--- src/pfs_pkg.sv ---
package pfs_pkg;

    localparam logic [7:0] OP_JUMP_CONDITIONAL = 8'h15;
    localparam logic [7:0] OP_JUMP_ALWAYS = 8'h16;
    localparam logic [7:0] OP_CALL_SUBROUTINE = 8'h17;
    localparam logic [7:0] OP_RETURN_FROM_SUBROUTINE = 8'h18;
    localparam logic [7:0] OP_CLEAR_ERROR = 8'h1c;
    localparam logic [7:0] OP_WAIT = 8'h1b;

    localparam logic [7:0] WAIT_TICKS = 8'h00;
    localparam logic [7:0] WAIT_POSITION = 8'h01;
    localparam logic [7:0] WAIT_HOME_SWITCH = 8'h02;
    localparam logic [7:0] WAIT_END_SWITCH = 8'h03;
    localparam logic [7:0] WAIT_HOMING_DONE = 8'h04;

    localparam logic [7:0] COND_TIMEOUT = 8'h08;
    localparam logic [7:0] CLEAR_ALL = 8'h00;
    localparam logic [7:0] CLEAR_TIMEOUT = 8'h01;

    localparam logic [31:0] VALUE_FROM_ACCU = 32'hffffffff;
    localparam int STACK_DEPTH = 8;
    localparam int CLK_PERIOD_NS = 10;
    localparam int TICK_MS = 10;
    localparam int TICK_CYCLES = TICK_MS * 1000000 / CLK_PERIOD_NS;

    localparam logic [31:0] REG_CTRL = 32'h00;
    localparam logic [31:0] REG_STATUS = 32'h04;
    localparam logic [31:0] REG_IRQ_STATUS = 32'h08;
    localparam logic [31:0] REG_IRQ_MASK = 32'h0c;
    localparam logic [31:0] REG_PC = 32'h10;
    localparam logic [31:0] REG_ACCU = 32'h14;
    localparam int CTRL_RUN_BIT = 0;
    localparam int IRQ_TIMEOUT_BIT = 0;
    localparam int IRQ_OVERFLOW_BIT = 1;
    localparam int IRQ_WAIT_DONE_BIT = 2;
    localparam logic [31:0] RESET_CTRL = 32'h0;
    localparam logic [2:0] RESET_IRQ_MASK = 3'h0;

    typedef struct packed {
        logic [7:0] address;
        logic [7:0] opcode;
        logic [7:0] kind;
        logic [7:0] motor;
        logic [31:0] value;
        logic [7:0] checksum;
    } pfs_instr_t;

    typedef struct packed {
        logic position_reached;
        logic home_switch;
        logic end_switch;
        logic homing_done;
    } pfs_motor_t;

    typedef struct packed {
        logic psel;
        logic penable;
        logic pwrite;
        logic [31:0] paddr;
        logic [31:0] pwdata;
    } pfs_apb_req_t;

    typedef struct packed {
        logic pready;
        logic pslverr;
        logic [31:0] prdata;
    } pfs_apb_rsp_t;

endpackage

--- src/pfs_program_flow_sequencer.sv ---
`timescale 1ns/1ps
// Summary of operation
// RULE1: Jump always loads the counter from value, ignoring type and motor.
// RULE2: Call pushes the counter, then loads the subroutine address.
// RULE3: The return stack holds eight entries at most.
// RULE4: A call with a full stack is ignored entirely; the code still sets the overflow interrupt status bit.
// RULE5: Return pops the last saved address into the counter.
// RULE6: A return with an empty stack is ignored.
// RULE7: Wait decodes ticks, position, home switch, end switch, homing done.
// RULE8: Tick wait stalls for value ticks of ten milliseconds each.
// RULE9: Position wait stalls until reached; value is timeout, zero disables.
// RULE10: Switch and homing waits stall for the event with optional timeout.
// RULE11: A value of minus one takes the accumulator instead.
// RULE12: Software keeps the accumulator non-negative for such waits.
// RULE13: Expired timeout sets the timeout flag and moves on.
// RULE14: The counter stays on the wait until condition or timeout.
// RULE15: Flow instructions come only from a stored running program.
// RULE16: Conditional jump code eight tests the timeout flag.
// RULE17: Clear-error can clear only the timeout flag.
// RULE18: Frames hold address, opcode, type, motor, value, then checksum.
module pfs_program_flow_sequencer #(
    parameter int PC_WIDTH = 16,
    parameter int STACK_DEPTH_P = pfs_pkg::STACK_DEPTH,
    parameter int MOTORS = 1,
    parameter int TICK_CYCLES_P = pfs_pkg::TICK_CYCLES
) (
    input wire logic i_clk,
    input wire logic i_nrst,
    input wire logic i_ce,
    input wire pfs_pkg::pfs_apb_req_t i_apb,
    output pfs_pkg::pfs_apb_rsp_t o_apb,
    output logic o_irq,
    output logic [PC_WIDTH-1:0] o_fetch_addr,
    output logic o_fetch_req,
    input wire logic i_fetch_valid,
    input wire pfs_pkg::pfs_instr_t i_instr,
    input wire pfs_pkg::pfs_motor_t [MOTORS-1:0] i_motor,
    input wire logic [31:0] i_accu,
    output logic o_timeout_error_flag,
    output logic o_checksum_error,
    output logic o_waiting
);
    import pfs_pkg::*;

    typedef enum {
        PFS_IDLE,
        PFS_FETCH,
        PFS_WAIT
    } pfs_state_t;

    pfs_state_t state;
    logic [PC_WIDTH-1:0] pc;
    logic [31:0] ctrl;
    logic [2:0] irq_status;
    logic [2:0] irq_mask;

    logic [31:0] tick_div;
    logic [31:0] tick_left;
    logic tick_pulse;

    logic [7:0] wait_kind;
    logic [7:0] wait_motor;
    logic timeout_on;

    logic stack_full;
    logic stack_empty;
    logic [PC_WIDTH-1:0] stack_top;

    logic push;
    logic pop;
    logic take;
    logic sum_ok;
    logic [7:0] sum;
    logic [31:0] eff_value;

    logic cond_met;
    logic wait_done;
    logic wait_timeout;

    logic wr_en;
    logic rd_en;
    logic [31:0] rd_data;

    logic ev_timeout;
    logic ev_overflow;
    logic ev_done;

    logic [2:0] irq_clear;
    pfs_motor_t sel_motor;

    // A frame with a bad checksum is dropped and the counter stays put.
    assign sum = i_instr.address + i_instr.opcode + i_instr.kind
        + i_instr.motor + i_instr.value[31:24] + i_instr.value[23:16]
        + i_instr.value[15:8] + i_instr.value[7:0]; // [RULE18]
    assign sum_ok = (sum == i_instr.checksum); // [RULE18]
    assign take = o_fetch_req && i_fetch_valid;

    // Negative accumulator values are the program's fault; used as is.
    assign eff_value = (i_instr.value == VALUE_FROM_ACCU) ? i_accu
        : i_instr.value; // [RULE11] [RULE12]

    // Call and return touch the stack only for a frame that passed its check.
    assign push = i_ce && take && sum_ok
        && i_instr.opcode == OP_CALL_SUBROUTINE && !stack_full; // [RULE4]
    assign pop = i_ce && take && sum_ok
        && i_instr.opcode == OP_RETURN_FROM_SUBROUTINE
        && !stack_empty; // [RULE6]

    pfs_return_stack #(
        .DEPTH(STACK_DEPTH_P),
        .WIDTH(PC_WIDTH)
    ) u_stack (
        .i_clk(i_clk),
        .i_nrst(i_nrst),
        .i_ce(i_ce),
        .i_push(push),
        .i_pop(pop),
        .i_data(pc + 1'b1),
        .o_top(stack_top),
        .o_full(stack_full),
        .o_empty(stack_empty)
    ); // [RULE3]

    // Motor numbers beyond the fitted axes read as idle, so a wait on one
    // can only end through its timeout.
    always_comb begin
        sel_motor = '0;
        for (int m = 0; m < MOTORS; m++) begin
            if (wait_motor == 8'(m)) begin
                sel_motor = i_motor[m];
            end
        end
    end

    // An unknown wait type ends at once rather than hanging the program.
    always_comb begin
        case (wait_kind) // [RULE7]
            WAIT_TICKS: cond_met = (tick_left == '0); // [RULE8]
            WAIT_POSITION: cond_met = sel_motor.position_reached; // [RULE9]
            WAIT_HOME_SWITCH: cond_met = sel_motor.home_switch; // [RULE10]
            WAIT_END_SWITCH: cond_met = sel_motor.end_switch; // [RULE10]
            WAIT_HOMING_DONE: cond_met = sel_motor.homing_done; // [RULE10]
            default: cond_met = 1'b1;
        endcase
    end

    assign wait_done = (state == PFS_WAIT) && cond_met;
    // A tick wait has no timeout of its own: it ends when the count runs out.
    assign wait_timeout = (state == PFS_WAIT) && !cond_met && timeout_on
        && tick_left == '0 && wait_kind != WAIT_TICKS; // [RULE13]

    assign tick_pulse = (tick_div == 32'(TICK_CYCLES_P - 1));

    always_ff @(posedge i_clk or negedge i_nrst) begin
        if (!i_nrst) begin
            tick_div <= '0;
        end else if (i_ce) begin
            if (state != PFS_WAIT || tick_pulse) begin
                tick_div <= '0;
            end else begin
                tick_div <= tick_div + 1'b1;
            end
        end
    end

    // The tick time base restarts with each wait, so the first tick is
    // always a full ten milliseconds rather than a partial one.
    always_ff @(posedge i_clk or negedge i_nrst) begin
        if (!i_nrst) begin
            tick_left <= '0;
            wait_kind <= '0;
            wait_motor <= '0;
            timeout_on <= 1'b0;
        end else if (i_ce) begin
            if (take && sum_ok && i_instr.opcode == OP_WAIT) begin
                tick_left <= eff_value; // [RULE8] [RULE11]
                wait_kind <= i_instr.kind;
                wait_motor <= i_instr.motor;
                timeout_on <= (eff_value != '0); // [RULE9]
            end else if (state == PFS_WAIT && tick_pulse
                    && tick_left != '0) begin
                tick_left <= tick_left - 1'b1;
            end
        end
    end

    // The counter moves only on a checked frame, so a rejected frame is
    // simply fetched again from the same address.
    always_ff @(posedge i_clk or negedge i_nrst) begin
        if (!i_nrst) begin
            state <= PFS_IDLE;
            pc <= '0;
        end else if (i_ce) begin
            case (state)
                PFS_IDLE: begin
                    if (ctrl[CTRL_RUN_BIT]) begin // [RULE15]
                        state <= PFS_FETCH;
                    end
                end
                PFS_FETCH: begin
                    if (!ctrl[CTRL_RUN_BIT]) begin
                        state <= PFS_IDLE;
                    end else if (take && sum_ok) begin
                        case (i_instr.opcode)
                            OP_JUMP_ALWAYS: begin
                                pc <= i_instr.value[PC_WIDTH-1:0]; // [RULE1]
                            end
                            OP_CALL_SUBROUTINE: begin
                                if (!stack_full) begin
                                    pc <= i_instr.value[PC_WIDTH-1:0]; // [RULE2]
                                end else begin
                                    pc <= pc + 1'b1; // [RULE4]
                                end
                            end
                            OP_RETURN_FROM_SUBROUTINE: begin
                                if (!stack_empty) begin
                                    pc <= stack_top; // [RULE5]
                                end else begin
                                    pc <= pc + 1'b1; // [RULE6]
                                end
                            end
                            OP_JUMP_CONDITIONAL: begin
                                if (i_instr.kind == COND_TIMEOUT
                                        && o_timeout_error_flag) begin
                                    pc <= i_instr.value[PC_WIDTH-1:0]; // [RULE16]
                                end else begin
                                    pc <= pc + 1'b1;
                                end
                            end
                            OP_WAIT: begin
                                state <= PFS_WAIT; // [RULE14]
                            end
                            default: begin
                                pc <= pc + 1'b1;
                            end
                        endcase
                    end
                end
                PFS_WAIT: begin
                    if (wait_done || wait_timeout) begin
                        pc <= pc + 1'b1; // [RULE13] [RULE14]
                        state <= PFS_FETCH;
                    end
                end
                default: begin
                    state <= PFS_IDLE;
                end
            endcase
        end
    end

    // A fresh timeout wins over a clear in the same cycle.
    always_ff @(posedge i_clk or negedge i_nrst) begin
        if (!i_nrst) begin
            o_timeout_error_flag <= 1'b0;
        end else if (i_ce) begin
            if (wait_timeout) begin
                o_timeout_error_flag <= 1'b1; // [RULE13]
            end else if (take && sum_ok && i_instr.opcode == OP_CLEAR_ERROR
                    && (i_instr.kind == CLEAR_ALL
                    || i_instr.kind == CLEAR_TIMEOUT)) begin
                o_timeout_error_flag <= 1'b0; // [RULE17]
            end
        end
    end

    // One pulse per rejected frame lets software count them.
    always_ff @(posedge i_clk or negedge i_nrst) begin
        if (!i_nrst) begin
            o_checksum_error <= 1'b0;
        end else if (i_ce) begin
            o_checksum_error <= take && !sum_ok; // [RULE18]
        end
    end

    assign o_fetch_addr = pc;
    // Clearing the run bit stops fetching at once, leaving the stack intact.
    assign o_fetch_req = (state == PFS_FETCH) && ctrl[CTRL_RUN_BIT];
    assign o_waiting = (state == PFS_WAIT);

    assign ev_timeout = wait_timeout;
    // A call refused for lack of stack space is otherwise silent.
    assign ev_overflow = push == 1'b0 && i_ce && take && sum_ok
        && i_instr.opcode == OP_CALL_SUBROUTINE;
    assign ev_done = wait_done;

    // Registers answer with no wait states.
    assign wr_en = i_apb.psel && i_apb.penable && i_apb.pwrite;
    assign rd_en = i_apb.psel && !i_apb.pwrite;
    assign irq_clear = (wr_en && i_apb.paddr == REG_IRQ_STATUS)
        ? i_apb.pwdata[2:0] : 3'h0;

    always_ff @(posedge i_clk or negedge i_nrst) begin
        if (!i_nrst) begin
            ctrl <= RESET_CTRL;
            irq_mask <= RESET_IRQ_MASK;
        end else if (i_ce && wr_en) begin
            if (i_apb.paddr == REG_CTRL) begin
                ctrl <= {31'h0, i_apb.pwdata[CTRL_RUN_BIT]};
            end
            if (i_apb.paddr == REG_IRQ_MASK) begin
                irq_mask <= i_apb.pwdata[2:0];
            end
        end
    end

    // Set has priority over write-one-to-clear.
    always_ff @(posedge i_clk or negedge i_nrst) begin
        if (!i_nrst) begin
            irq_status <= '0;
        end else if (i_ce) begin
            irq_status <= (irq_status & ~irq_clear)
                | {ev_done, ev_overflow, ev_timeout};
        end
    end

    assign o_irq = |(irq_status & irq_mask);

    // Read data are taken in the setup cycle and stand through the access.
    always_ff @(posedge i_clk or negedge i_nrst) begin
        if (!i_nrst) begin
            rd_data <= '0;
        end else if (i_ce && rd_en && !i_apb.penable) begin
            case (i_apb.paddr)
                REG_CTRL: rd_data <= ctrl;
                REG_STATUS: rd_data <= {28'h0, o_checksum_error,
                    stack_full, o_waiting, o_timeout_error_flag};
                REG_IRQ_STATUS: rd_data <= {29'h0, irq_status};
                REG_IRQ_MASK: rd_data <= {29'h0, irq_mask};
                REG_PC: rd_data <= 32'(pc);
                REG_ACCU: rd_data <= i_accu;
                default: rd_data <= '0;
            endcase
        end
    end

    // The response is driven as one word so that it has a single driver.
    assign o_apb = {1'b1, i_apb.psel && i_apb.penable
        && i_apb.paddr > REG_ACCU, rd_data};
endmodule // pfs_program_flow_sequencer

--- src/pfs_return_stack.sv ---
`timescale 1ns/1ps
module pfs_return_stack #(
    parameter int DEPTH = 8,
    parameter int WIDTH = 16
) (
    input wire logic i_clk,
    input wire logic i_nrst,
    input wire logic i_ce,
    input wire logic i_push,
    input wire logic i_pop,
    input wire logic [WIDTH-1:0] i_data,
    output logic [WIDTH-1:0] o_top,
    output logic o_full,
    output logic o_empty
);
    logic [WIDTH-1:0] mem [DEPTH];
    logic [$clog2(DEPTH+1)-1:0] count;

    assign o_full = (count == ($clog2(DEPTH+1))'(DEPTH));
    assign o_empty = (count == '0);
    assign o_top = o_empty ? '0 : mem[($clog2(DEPTH))'(count - 1'b1)];

    // Full and empty guards make an ignored call or return leave no trace.
    always_ff @(posedge i_clk or negedge i_nrst) begin
        if (!i_nrst) begin
            count <= '0;
        end else if (i_ce) begin
            if (i_push && !o_full) begin
                count <= count + 1'b1;
            end else if (i_pop && !o_empty) begin
                count <= count - 1'b1;
            end
        end
    end

    always_ff @(posedge i_clk) begin
        if (i_ce && i_push && !o_full) begin
            mem[count[$clog2(DEPTH)-1:0]] <= i_data;
        end
    end
endmodule // pfs_return_stack

--- config.mk ---
export PLATFORM = sky130hd
export DESIGN_NAME = pfs_program_flow_sequencer
export DESIGN_NICKNAME = d
export VERILOG_FILES = /design/src/pfs_pkg.sv /design/src/pfs_program_flow_sequencer.sv /design/src/pfs_return_stack.sv
export SDC_FILE = /design/constraint.sdc
export NUM_CORES = 1
export LEC_CHECK = 0
export BUFFER_PORTS_ARGS = -buffer_cell sky130_fd_sc_hd__clkbuf_2
export CAP_MARGIN = 10
export CORE_AREA = 2 2 202 184
export CTS_CLUSTER_DIAMETER = 40
export DETAILED_ROUTE_END_ITERATION = 8
export DIE_AREA = 0 0 204 186
export PLACE_DENSITY_LB_ADDON = 0.2
export SYNTH_ARGS = -nofsm -noshare
export SYNTH_HDL_FRONTEND = slang
export SYNTH_SLANG_ARGS = --single-unit
--- constraint.sdc ---
create_clock -name i_clk -period 4.2 [get_ports i_clk]
set_input_delay 0.42 -clock i_clk [delete_from_list [all_inputs] [get_ports i_clk]]
set_output_delay 0.42 -clock i_clk [all_outputs]
set_load 0.005 [all_outputs]
==> out/results.tsv, run 1 <==
metric	value	unit
row count	66	
Cells after DPL	2060	
cell accounting for the most synthesized area	edfxtp_1	
CTS tree	yes	
Relative slew margins	27.84	%
worst-skew pair later-pin latency	0.55	ns
drt first pass iters	6	
Hold WS	0.1573	ns
final instance area	20020	sq um
Worst-Margin Slew	1.072	ns
reg2reg setup slack	0.99	ns
WL/cell	23.08	um
# nets final	1904	
CTS buffer count	43	
Final Hold Violating Endpoints	0	
Cell Area, Synth	14910	sq um
dpl cell area	17570	sq um
buffers added on ports	203	
sequential power share	33.4	%
Final Critical Period	4.974	ns
post-synth top area share	25.77	%
Clock Power Share	43.2	%
most frequent cell after synthesis	dfrtp_1	
core area	35840	sq um
Routed Wire Length	50.38	mm
failing checks	setup timing	
antenna cell count	0	
Root Buffer	clkbuf_16	
clk slew on worst S/H paths	0.06	ns
P_sw	2.544	mW
max-cap viol count	0	
flops & latches, synth	272	
crit share post-route	118.4	%
pwr/cell area	414.4	nW/um^2
Worst Setup End Kind	flop	
gr usage total	26.47	%
Tightest Hold Check Type	in -> reg	
Worst Clk Skew	0.02295	ns
Post-synth EDFFs	128	
DR vias	12490	
initial core utilization	41.61	%
filler instances	3053	
Synth warnings	0	
Via density	5.721	
number of global-route vias before repair	12220	
global placer's final weighted congestion	0.9662	
Max rail drop VDD	0.6711	mV
Post-synth top cells	144 x dfrtp_1, 128 x edfxtp_1, 115 x nand2_1	
CP Max Fanout	6	
RSZ-0062 raised after global routing	true	
post-route antenna net violation count	0	
Critical Path RT	4.46	ns
Crit Path Category	in -> reg	
outcome	finished with violations	
Synth Net Count	1549	
asr flop ratio synth	52.94	%
fin cells	2183	
total gr overflow	0	
Seq/Total Area, Yosys	49.93	%
LEAKAGE	8.612	nW
IO Pins	234	
die width	204	um
setup ws final	-0.7745	ns
Main synth FF type	dfrtp_1	
cells after synthesis	1318	
Area Overhead vs Synth	34.21	%
Worst EP arrival	5.23	ns
Die Y	186	um
Net Sw Frac	30.66	%
count of final max-slew check failures	0	
Netlist cell types	77	
initial antenna violation count	0	
Post-DP HPWL	36.80	mm
Setup violations, final	201	
drt initial violations	1217	
Syn Area/Cell	11.32	sq um
full die area	37940	sq um
Comb pwr share	23.3	%
total clock sinks	272	
CTS Buffer Depth	3	
first-pass GRT wire length	75.08	mm
synth top area cells	edfxtp_1 26%, dfrtp_1 24%, fa_1 5.2%, mux4_2 4.8%, nand2_1 2.9%	
share of layout cells above drive strength 1	34.97	%
post-route DRC violation count	0	
Register Area	7448	sq um
FMAX	201.0	MHz
type of origin of the critical path	input port	
largest net degree at the start of global routing	80	
Multi-input gate area	7352	sq um
H-tree levels	2	
internal power	5.752	mW
-- power by group through the flow --
| stage | registers, mW | clock network, mW | logic (mW) |
|---|---|---|---|
| 6_report | 2.77 | 3.59 | 1.94 |
| 5_1_grt | 2.77 | 3.77 | 2.09 |
| 4_1_cts | 2.77 | 3.64 | 1.87 |
| 3_5_place_dp | 2.82 | 0 | 1.84 |
| 3_3_place_gp | 2.82 | 0 | 1.81 |
| 2_1_floorplan | 2.82 | 0 | 1.19 |
-- layout make-up --
type	instances	area share [%]
clock buffers	49	5.801
clock inverters	30	1.519
inverters	94	1.763
multi-input cells	894	36.73
flip-flops and latches	272	37.21
well taps	476	2.975
repair buffers	368	14.00
-- stage by stage --
stage	TNS, ns	util, %	total power, mW	setup WS (ns)
after floorplan	-196.47	-	4.013	-1.369
after global placement	-215.58	49.02	4.634	-1.337
after detailed placement	-220.53	49.02	4.659	-1.348
after CTS	-106.62	54.81	8.281	-0.7188
after global routing	-149.19	55.85	8.630	-0.9222
final	-117.37	55.85	8.295	-0.7745
-- kinds of logic after synthesis --
| group | after synthesis | synth area share (%) |
|---|---|---|
| adders and majority gates | 52 | 6.326 |
| buffers and inverters | 152 | 4.060 |
| other | 1 | 0.02514 |
| DFF | 272 | 49.93 |
| muxes | 99 | 9.623 |
| and+or+nand+nor | 400 | 13.76 |
| xor gates and xnor gates | 66 | 4.203 |
| AOI/OAI and AO/OA | 276 | 12.07 |
-- layer usage --
layer	vias to the layer above	GRT usage [%]	part of all wire (%)
met5	-	0	0
met1	6242	35.08	42
li1	5617	-	-
met4	0	9.739	3.8
met2	505	43.55	48
met3	125	4.919	6.5
-- cell usage in the layout, fill, tap and decap left out, types with 23 or more instances in the layout --
cell type,n
nand2_1,113
nor4_1,33
edfxtp_1,128
mux2i_1,29
a21oi_1,37
dfrtp_1,143
mux4_2,32
nand3_1,29
nor3_1,23
nor2_1,74
buf_6,36
inv_1,91
a22oi_1,28
xnor2_1,23
fa_1,36
buf_4,96
clkbuf_2,200
o21ai_0,60
nand4_1,35
xor2_1,38
clkbuf_16,47
-- final timing paths --
check / to / cells past startpoint / startpoint
worst max-delay path: u_stack.mem[4][7]$_DFFE_PP_ / 19 / i_instr[42]
worst min-delay path: irq_mask[2]$_DFFE_PN0P_ / 2 / i_apb[2]
worst max register to register: u_stack.mem[4][7]$_DFFE_PP_ / 8 / u_stack.count[1]$_DFFE_PN0P_
worst min register to register: rd_data[3]$_DFFE_PN0P_ / 2 / rd_data[3]$_DFFE_PN0P_
max in group asynchronous: tick_div[30]$_DFFE_PN0P_ / 3 / i_nrst
min in group asynchronous: wait_motor[2]$_DFFE_PN0P_ / 2 / i_nrst
-- worst max-delay path, stage by stage --
cell     delay, ns
buf_8         0.10
fa_1          0.55
inv_2         0.06
fa_1          0.55
fa_1          0.43
fa_1          0.44
inv_1         0.07
ha_2          0.18
inv_2         0.04
fa_2          0.53
xor2_1        0.14
nand4_1       0.16
nor4_4        0.19
nand4_1       0.18
or2_4         0.30
or3_4         0.40
nor3b_4       0.24
buf_6         0.15
buf_12        0.12
-- what timing repair did --
item,4_1_cts,5_1_grt
endpoints found under the setup margin,201,202
cloned,10,3
resized for setup,66,73
buffers inserted,22,13
hold endpoints to repair,75,0
hold buffers,1,0
pin swaps,18,31
-- registers in the layout, indices dropped and copies added (netlist names) --
| signal | cells |
|---|---|
| timeout_on | 1 |
| ctrl | 1 |
| tick_div | 32 |
| irq_status | 3 |
| o_timeout_error_flag | 1 |
| u_stack.count | 4 |
| state | 2 |
| irq_mask | 3 |
| o_fetch_addr | 16 |
| rd_data | 32 |
| u_stack.mem | 128 |
| o_checksum_error | 1 |
| wait_motor | 8 |
| wait_kind | 8 |
| tick_left | 32 |
(Power assumes the default switching activity.)
==> run 2: changes to the inputs <==
RECOVER_POWER = 25   (was default)
SKIP_LAST_GASP = 1   (was default)
==> out/results.tsv, run 2 (synthesized netlist as in run 1, its figures left out) <==
metric	value	unit
setup TNS	-119.08	ns
fin cells	2184	
post-route DRC violation count	0	
core area	35840	sq um
filler instances	3054	
Final Hold Violating Endpoints	0	
CP Max Fanout	6	
total clock sinks	272	
Max rail drop VDD	0.6735	mV
Worst Clk Skew	0.02067	ns
commonest non-fill, non-tap cells in the layout	200 x clkbuf_2, 143 x dfrtp_1, 128 x edfxtp_1	
internal power	5.751	mW
Core Util, Final	55.77	%
Largest register FFs	128	
Worst-Margin Slew	2.204	ns
CTS Buffer Depth	3	
Via density	5.681	
outcome	finished with violations	
largest net degree at the start of global routing	80	
crit-path most repeated cell	fa_1	
drt first pass iters	6	
max-cap viol count	1	
Area Overhead vs Synth	34.01	%
Crit path depth	16	
Routed Wire Length	50.17	mm
Worst Setup End Kind	flop	
buffers added on ports	203	
reg2reg start	u_stack.count[1]$_DFFE_PN0P_	
die width	204	um
Net Sw Frac	30.72	%
critical path startpoint	i_instr[11]	
DR vias	12410	
post-route antenna net violation count	0	
Setup violations, final	201	
full die area	37940	sq um
Tightest Hold Check Type	in -> reg	
Cells after DPL	2060	
pwr/cell area	415.3	nW/um^2
LEAKAGE	8.607	nW
Die Y	186	um
setup ws final	-0.7849	ns
Worst EP arrival	5.24	ns
row count	66	
total gr overflow	0	
P_sw	2.550	mW
crit share post-route	118.7	%
initial core utilization	41.61	%
first-pass GRT wire length	75.06	mm
CP max stage delay	0.59	ns
Worst path slowest cell	fa_2	
hold wc startpoint	i_accu[23]	
failing checks	capacitance limit, slew limit, setup timing	
sequential power share	33.4	%
critical path's top delay family	adder cells	
Critical Path, Cell by Cell	clkbuf_2 > fa_1 > inv_1 > fa_1 > fa_1 > fa_1 > fa_2 > xor2_1 > nand4_1 > nor4_4 > nand4_1 > or2_4 > or3_4 > nor3b_4 > buf_6 > buf_12	
RSZ-0062 raised after global routing	true	
Critical Path RT	4.46	ns
CTS buffer count	43	
number of global-route vias before repair	12230	
Multi-input gate area	7330	sq um
initial antenna violation count	0	
worst-skew pair later-pin latency	0.55	ns
Buf/Inv on CP	4	
commonest non-fill, non-tap cell in the layout	clkbuf_2	
Clock Power Share	43.3	%
Final Critical Period	4.985	ns
type of origin of the critical path	input port	
global placer's final weighted congestion	0.9662	
count of final max-slew check failures	79	
clk slew on worst S/H paths	0.06	ns
Relative slew margins	-46.91	%
hold path depth	3	
antenna cell count	0	
FMAX	200.6	MHz
# nets final	1905	
r2r worst-path depth	8	
drt initial violations	1116	
Comb pwr share	23.3	%
H-tree levels	2	
IO Pins	234	
Register Area	7448	sq um
gr usage total	26.46	%
Post-DP HPWL	36.80	mm
Crit Path Category	in -> reg	
Hold WS	0.1538	ns
CTS tree	yes	
Root Buffer	clkbuf_16	
share of layout cells above drive strength 1	34.72	%
Pwr Total	8.301	mW
WL/cell	22.97	um
-- run 2: cell count changes in the layout (fill, tap and decap cells not counted) --
cell	before	now
nor2_2	3	1
o21ai_0	60	61
a31o_2	1	2
buf_4	96	99
a31o_4	1	0
a22oi_1	28	29
a22oi_2	5	4
nor2_1	74	76
buf_6	36	33
o21ai_2	12	11
clkbuf_1	2	3
-- run 2: power by group through the flow --
stage / sequential, mW / combinational (mW) / clock [mW]
2_1_floorplan: 2.82 / 1.19 / 0
3_3_place_gp: 2.82 / 1.81 / 0
3_5_place_dp: 2.82 / 1.84 / 0
4_1_cts: 2.77 / 1.87 / 3.64
5_1_grt: 2.77 / 2.10 / 3.77
6_report: 2.77 / 1.94 / 3.59
-- run 2: worst register-to-register path: stages, from the launching register on --
cell and delay (ns):
dfrtp_1 0.65, inv_1 0.30, ha_1 0.34, nand3b_1 0.34
nand2_1 0.29, or3_4 0.50, nor3b_4 0.24, buf_6 0.15
buf_12 0.12
-- run 2: final timing paths --
check / endpoint / slack (ns)
max in group asynchronous: u_stack.count[0]$_DFFE_PN0P_ / 1.65
min in group asynchronous: wait_kind[0]$_DFFE_PN0P_ / 1.05
worst min register to register: rd_data[31]$_DFFE_PN0P_ / 0.48
worst max register to register: u_stack.mem[4][11]$_DFFE_PP_ / 0.99
worst max-delay path: u_stack.mem[4][11]$_DFFE_PP_ / -0.78
worst min-delay path: rd_data[23]$_DFFE_PN0P_ / 0.15
-- run 2: layout make-up --
cell class	instances	share of cell area (%)
multi-input cells	894	36.67
inverters	94	1.765
flip-flops and latches	272	37.27
clock buffers	49	5.809
clock inverters	30	1.521
well taps	476	2.980
repair buffers	369	13.99
-- run 2: repair_timing --
item                                    4_1_cts  5_1_grt
buffers inserted                             22       14
endpoints found under the setup margin      201      202
hold buffers                                  1        0
gates resized for setup                      64       67
hold endpoints to repair                     75        0
gates cloned                                 10        3
pin swaps                                    18       32
-- run 2: metrics by stage --
stage,area (sq um),setup WS [ns]
2_1_floorplan,15170,-1.369
3_5_place_dp,17570,-1.348
3_3_place_gp,17570,-1.337
4_1_cts,19640,-0.7188
5_1_grt,19990,-0.9186
6_report,19990,-0.7849
-- run 2: per-layer routing --
layer	part of all wire, %	GRT usage, %
met1	42	35.02
met2	48	43.59
met3	6.4	4.919
met4	3.6	9.739
met5	0	0
==> run 3: changes to the inputs <==
MAX_ROUTING_LAYER = met4   (was default)
==> out/results.tsv, run 3 (synthesized netlist as in run 1, its figures left out) <==
metric	value	unit
Cells after DPL	2058	
Worst Clk Skew	0.01767	ns
Relative slew margins	-45.20	%
crit share post-route	118.3	%
Largest register FFs	128	
type of origin of the critical path	input port	
core area	35840	sq um
antenna cell count	0	
RSZ-0062 raised after global routing	true	
most crowded layer after global routing	met2	
count of final max-slew check failures	85	
setup ws final	-0.7675	ns
DR vias	12490	
Worst-Margin Slew	2.178	ns
global placer's final weighted congestion	0.9773	
# nets final	1904	
buffers added on ports	203	
max-cap viol count	1	
FMAX	201.3	MHz
CTS tree	yes	
CTS buffer count	41	
first-pass GRT wire length	75.26	mm
Final Critical Period	4.967	ns
Die Y	186	um
row count	66	
Tightest Hold Check Type	in -> reg	
outcome	finished with violations	
fin cells	2181	
Worst EP arrival	5.22	ns
Post-DP HPWL	36.77	mm
post-route antenna net violation count	0	
CP Max Fanout	12	
Via density	5.725	
setup TNS	-123.95	ns
LEAKAGE	8.605	nW
CTS Buffer Depth	3	
initial core utilization	41.61	%
GRT met2 Usage	43.69	%
GR Layer Usage met1	34.78	%
pwr/cell area	418.6	nW/um^2
largest net degree at the start of global routing	86	
grt met3 use	3.957	%
commonest non-fill, non-tap cell in the layout	clkbuf_2	
H-tree levels	2	
drt first pass iters	6	
drt initial violations	1034	
Crit Path Category	in -> reg	
worst-skew pair later-pin latency	0.54	ns
die width	204	um
WL/cell	23.10	um
Worst Setup End Kind	flop	
Final Hold Violating Endpoints	0	
Routed Wire Length	50.39	mm
full die area	37940	sq um
failing checks	capacitance limit, slew limit, setup timing	
post-route DRC violation count	0	
number of global-route vias before repair	12520	
Max rail drop VDD	0.6436	mV
commonest non-fill, non-tap cells in the layout	199 x clkbuf_2, 143 x dfrtp_1, 128 x edfxtp_1	
Root Buffer	clkbuf_16	
gr usage total	27.18	%
IO Pins	234	
total gr overflow	0	
share of layout cells above drive strength 1	35.31	%
clk slew on worst S/H paths	0.06	ns
Setup violations, final	201	
total clock sinks	272	
Area Overhead vs Synth	34.88	%
initial antenna violation count	0	
Critical Path RT	4.45	ns
## run 3: changes by cell type in the layout (fill, tap and decap cells not counted), moves of 3 or more
cell	change
nand2_2	+3
bufinv_16	+4
mux2i_1	+3
a21oi_2	+5
inv_8	-4
nand2_1	-3
a21oi_1	-6
## run 3: cell type report
class,instances,area [sq um]
Inverter,94,352.8
Sequential cell,272,7448
Tap cell,476,595.6
Clock buffer,49,1129
Timing Repair Buffer,370,2805
Multi-Input combinational cell,894,7431
Clock inverter,26,355.3
Fill cell,3041,15720
## run 3: critical path: stages
cell and delay [ns]:
buf_6 0.10, fa_1 0.55, inv_2 0.06, fa_1 0.56, fa_1 0.43, fa_1 0.45, inv_1 0.07, ha_2 0.18
inv_2 0.04, fa_2 0.52, xor2_1 0.14, nand4_1 0.15, nor4_4 0.20, nand4_1 0.17, or2_4 0.32, buf_4 0.16
nor3_4 0.21, nor3b_4 0.30, buf_12 0.19
## run 3: repair_timing
item | 4_1_cts | 5_1_grt
hold buffers | 1 | 0
endpoints found under the setup margin | 201 | 202
setup buffers | 26 | 23
pin swaps | 19 | 41
cloned | 10 | 2
endpoints found under the hold margin | 26 | 0
gates resized for setup | 78 | 84
## run 3: power breakdown
| group | internal, mW | leakage [nW] | switching, mW |
|---|---|---|---|
| clock network | 2.37 | 0.720 | 1.30 |
| logic | 0.760 | 4.53 | 1.21 |
| registers | 2.77 | 3.35 | 0.0000000000831 |
| total | 5.90 | 8.60 | 2.52 |
## run 3: path summary, 6_finish.rpt
kind / to / cells past startpoint / startpoint / slack [ns]
worst max-delay path: u_stack.mem[3][11]$_DFFE_PP_ / 19 / i_instr[34] / -0.77
worst min-delay path: rd_data[20]$_DFFE_PN0P_ / 3 / i_accu[20] / 0.15
worst max register to register: o_fetch_addr[13]$_DFFE_PN0P_ / 8 / u_stack.count[1]$_DFFE_PN0P_ / 0.83
worst min register to register: rd_data[18]$_DFFE_PN0P_ / 2 / rd_data[18]$_DFFE_PN0P_ / 0.47
max in group asynchronous: tick_div[5]$_DFFE_PN0P_ / 2 / i_nrst / 1.83
min in group asynchronous: wait_kind[2]$_DFFE_PN0P_ / 2 / i_nrst / 1.07
## run 3: metrics by stage
| step | worst slack [ns] | power [mW] | hold WS [ns] | util (%) | instance area, sq um |
|---|---|---|---|---|---|
| 2_1_floorplan | -1.369 | 4.013 | 0.1244 | - | 15170 |
| 3_3_place_gp | -1.311 | 4.646 | 0.4616 | 48.91 | 17530 |
| 3_5_place_dp | -1.325 | 4.654 | 0.4713 | 48.91 | 17530 |
| 4_1_cts | -0.7008 | 8.413 | 0.1347 | 54.95 | 19700 |
| 5_1_grt | -0.9687 | 8.733 | 0.1371 | 56.13 | 20120 |
| 6_report | -0.7675 | 8.420 | 0.1457 | 56.13 | 20120 |
## run 3: metal layers
layer / vias to the layer above / share of wire [%]
met5: - / 0
met4: 0 / 4.3
met3: 135 / 5.1
met2: 409 / 48
met1: 6344 / 43
li1: 5598 / -
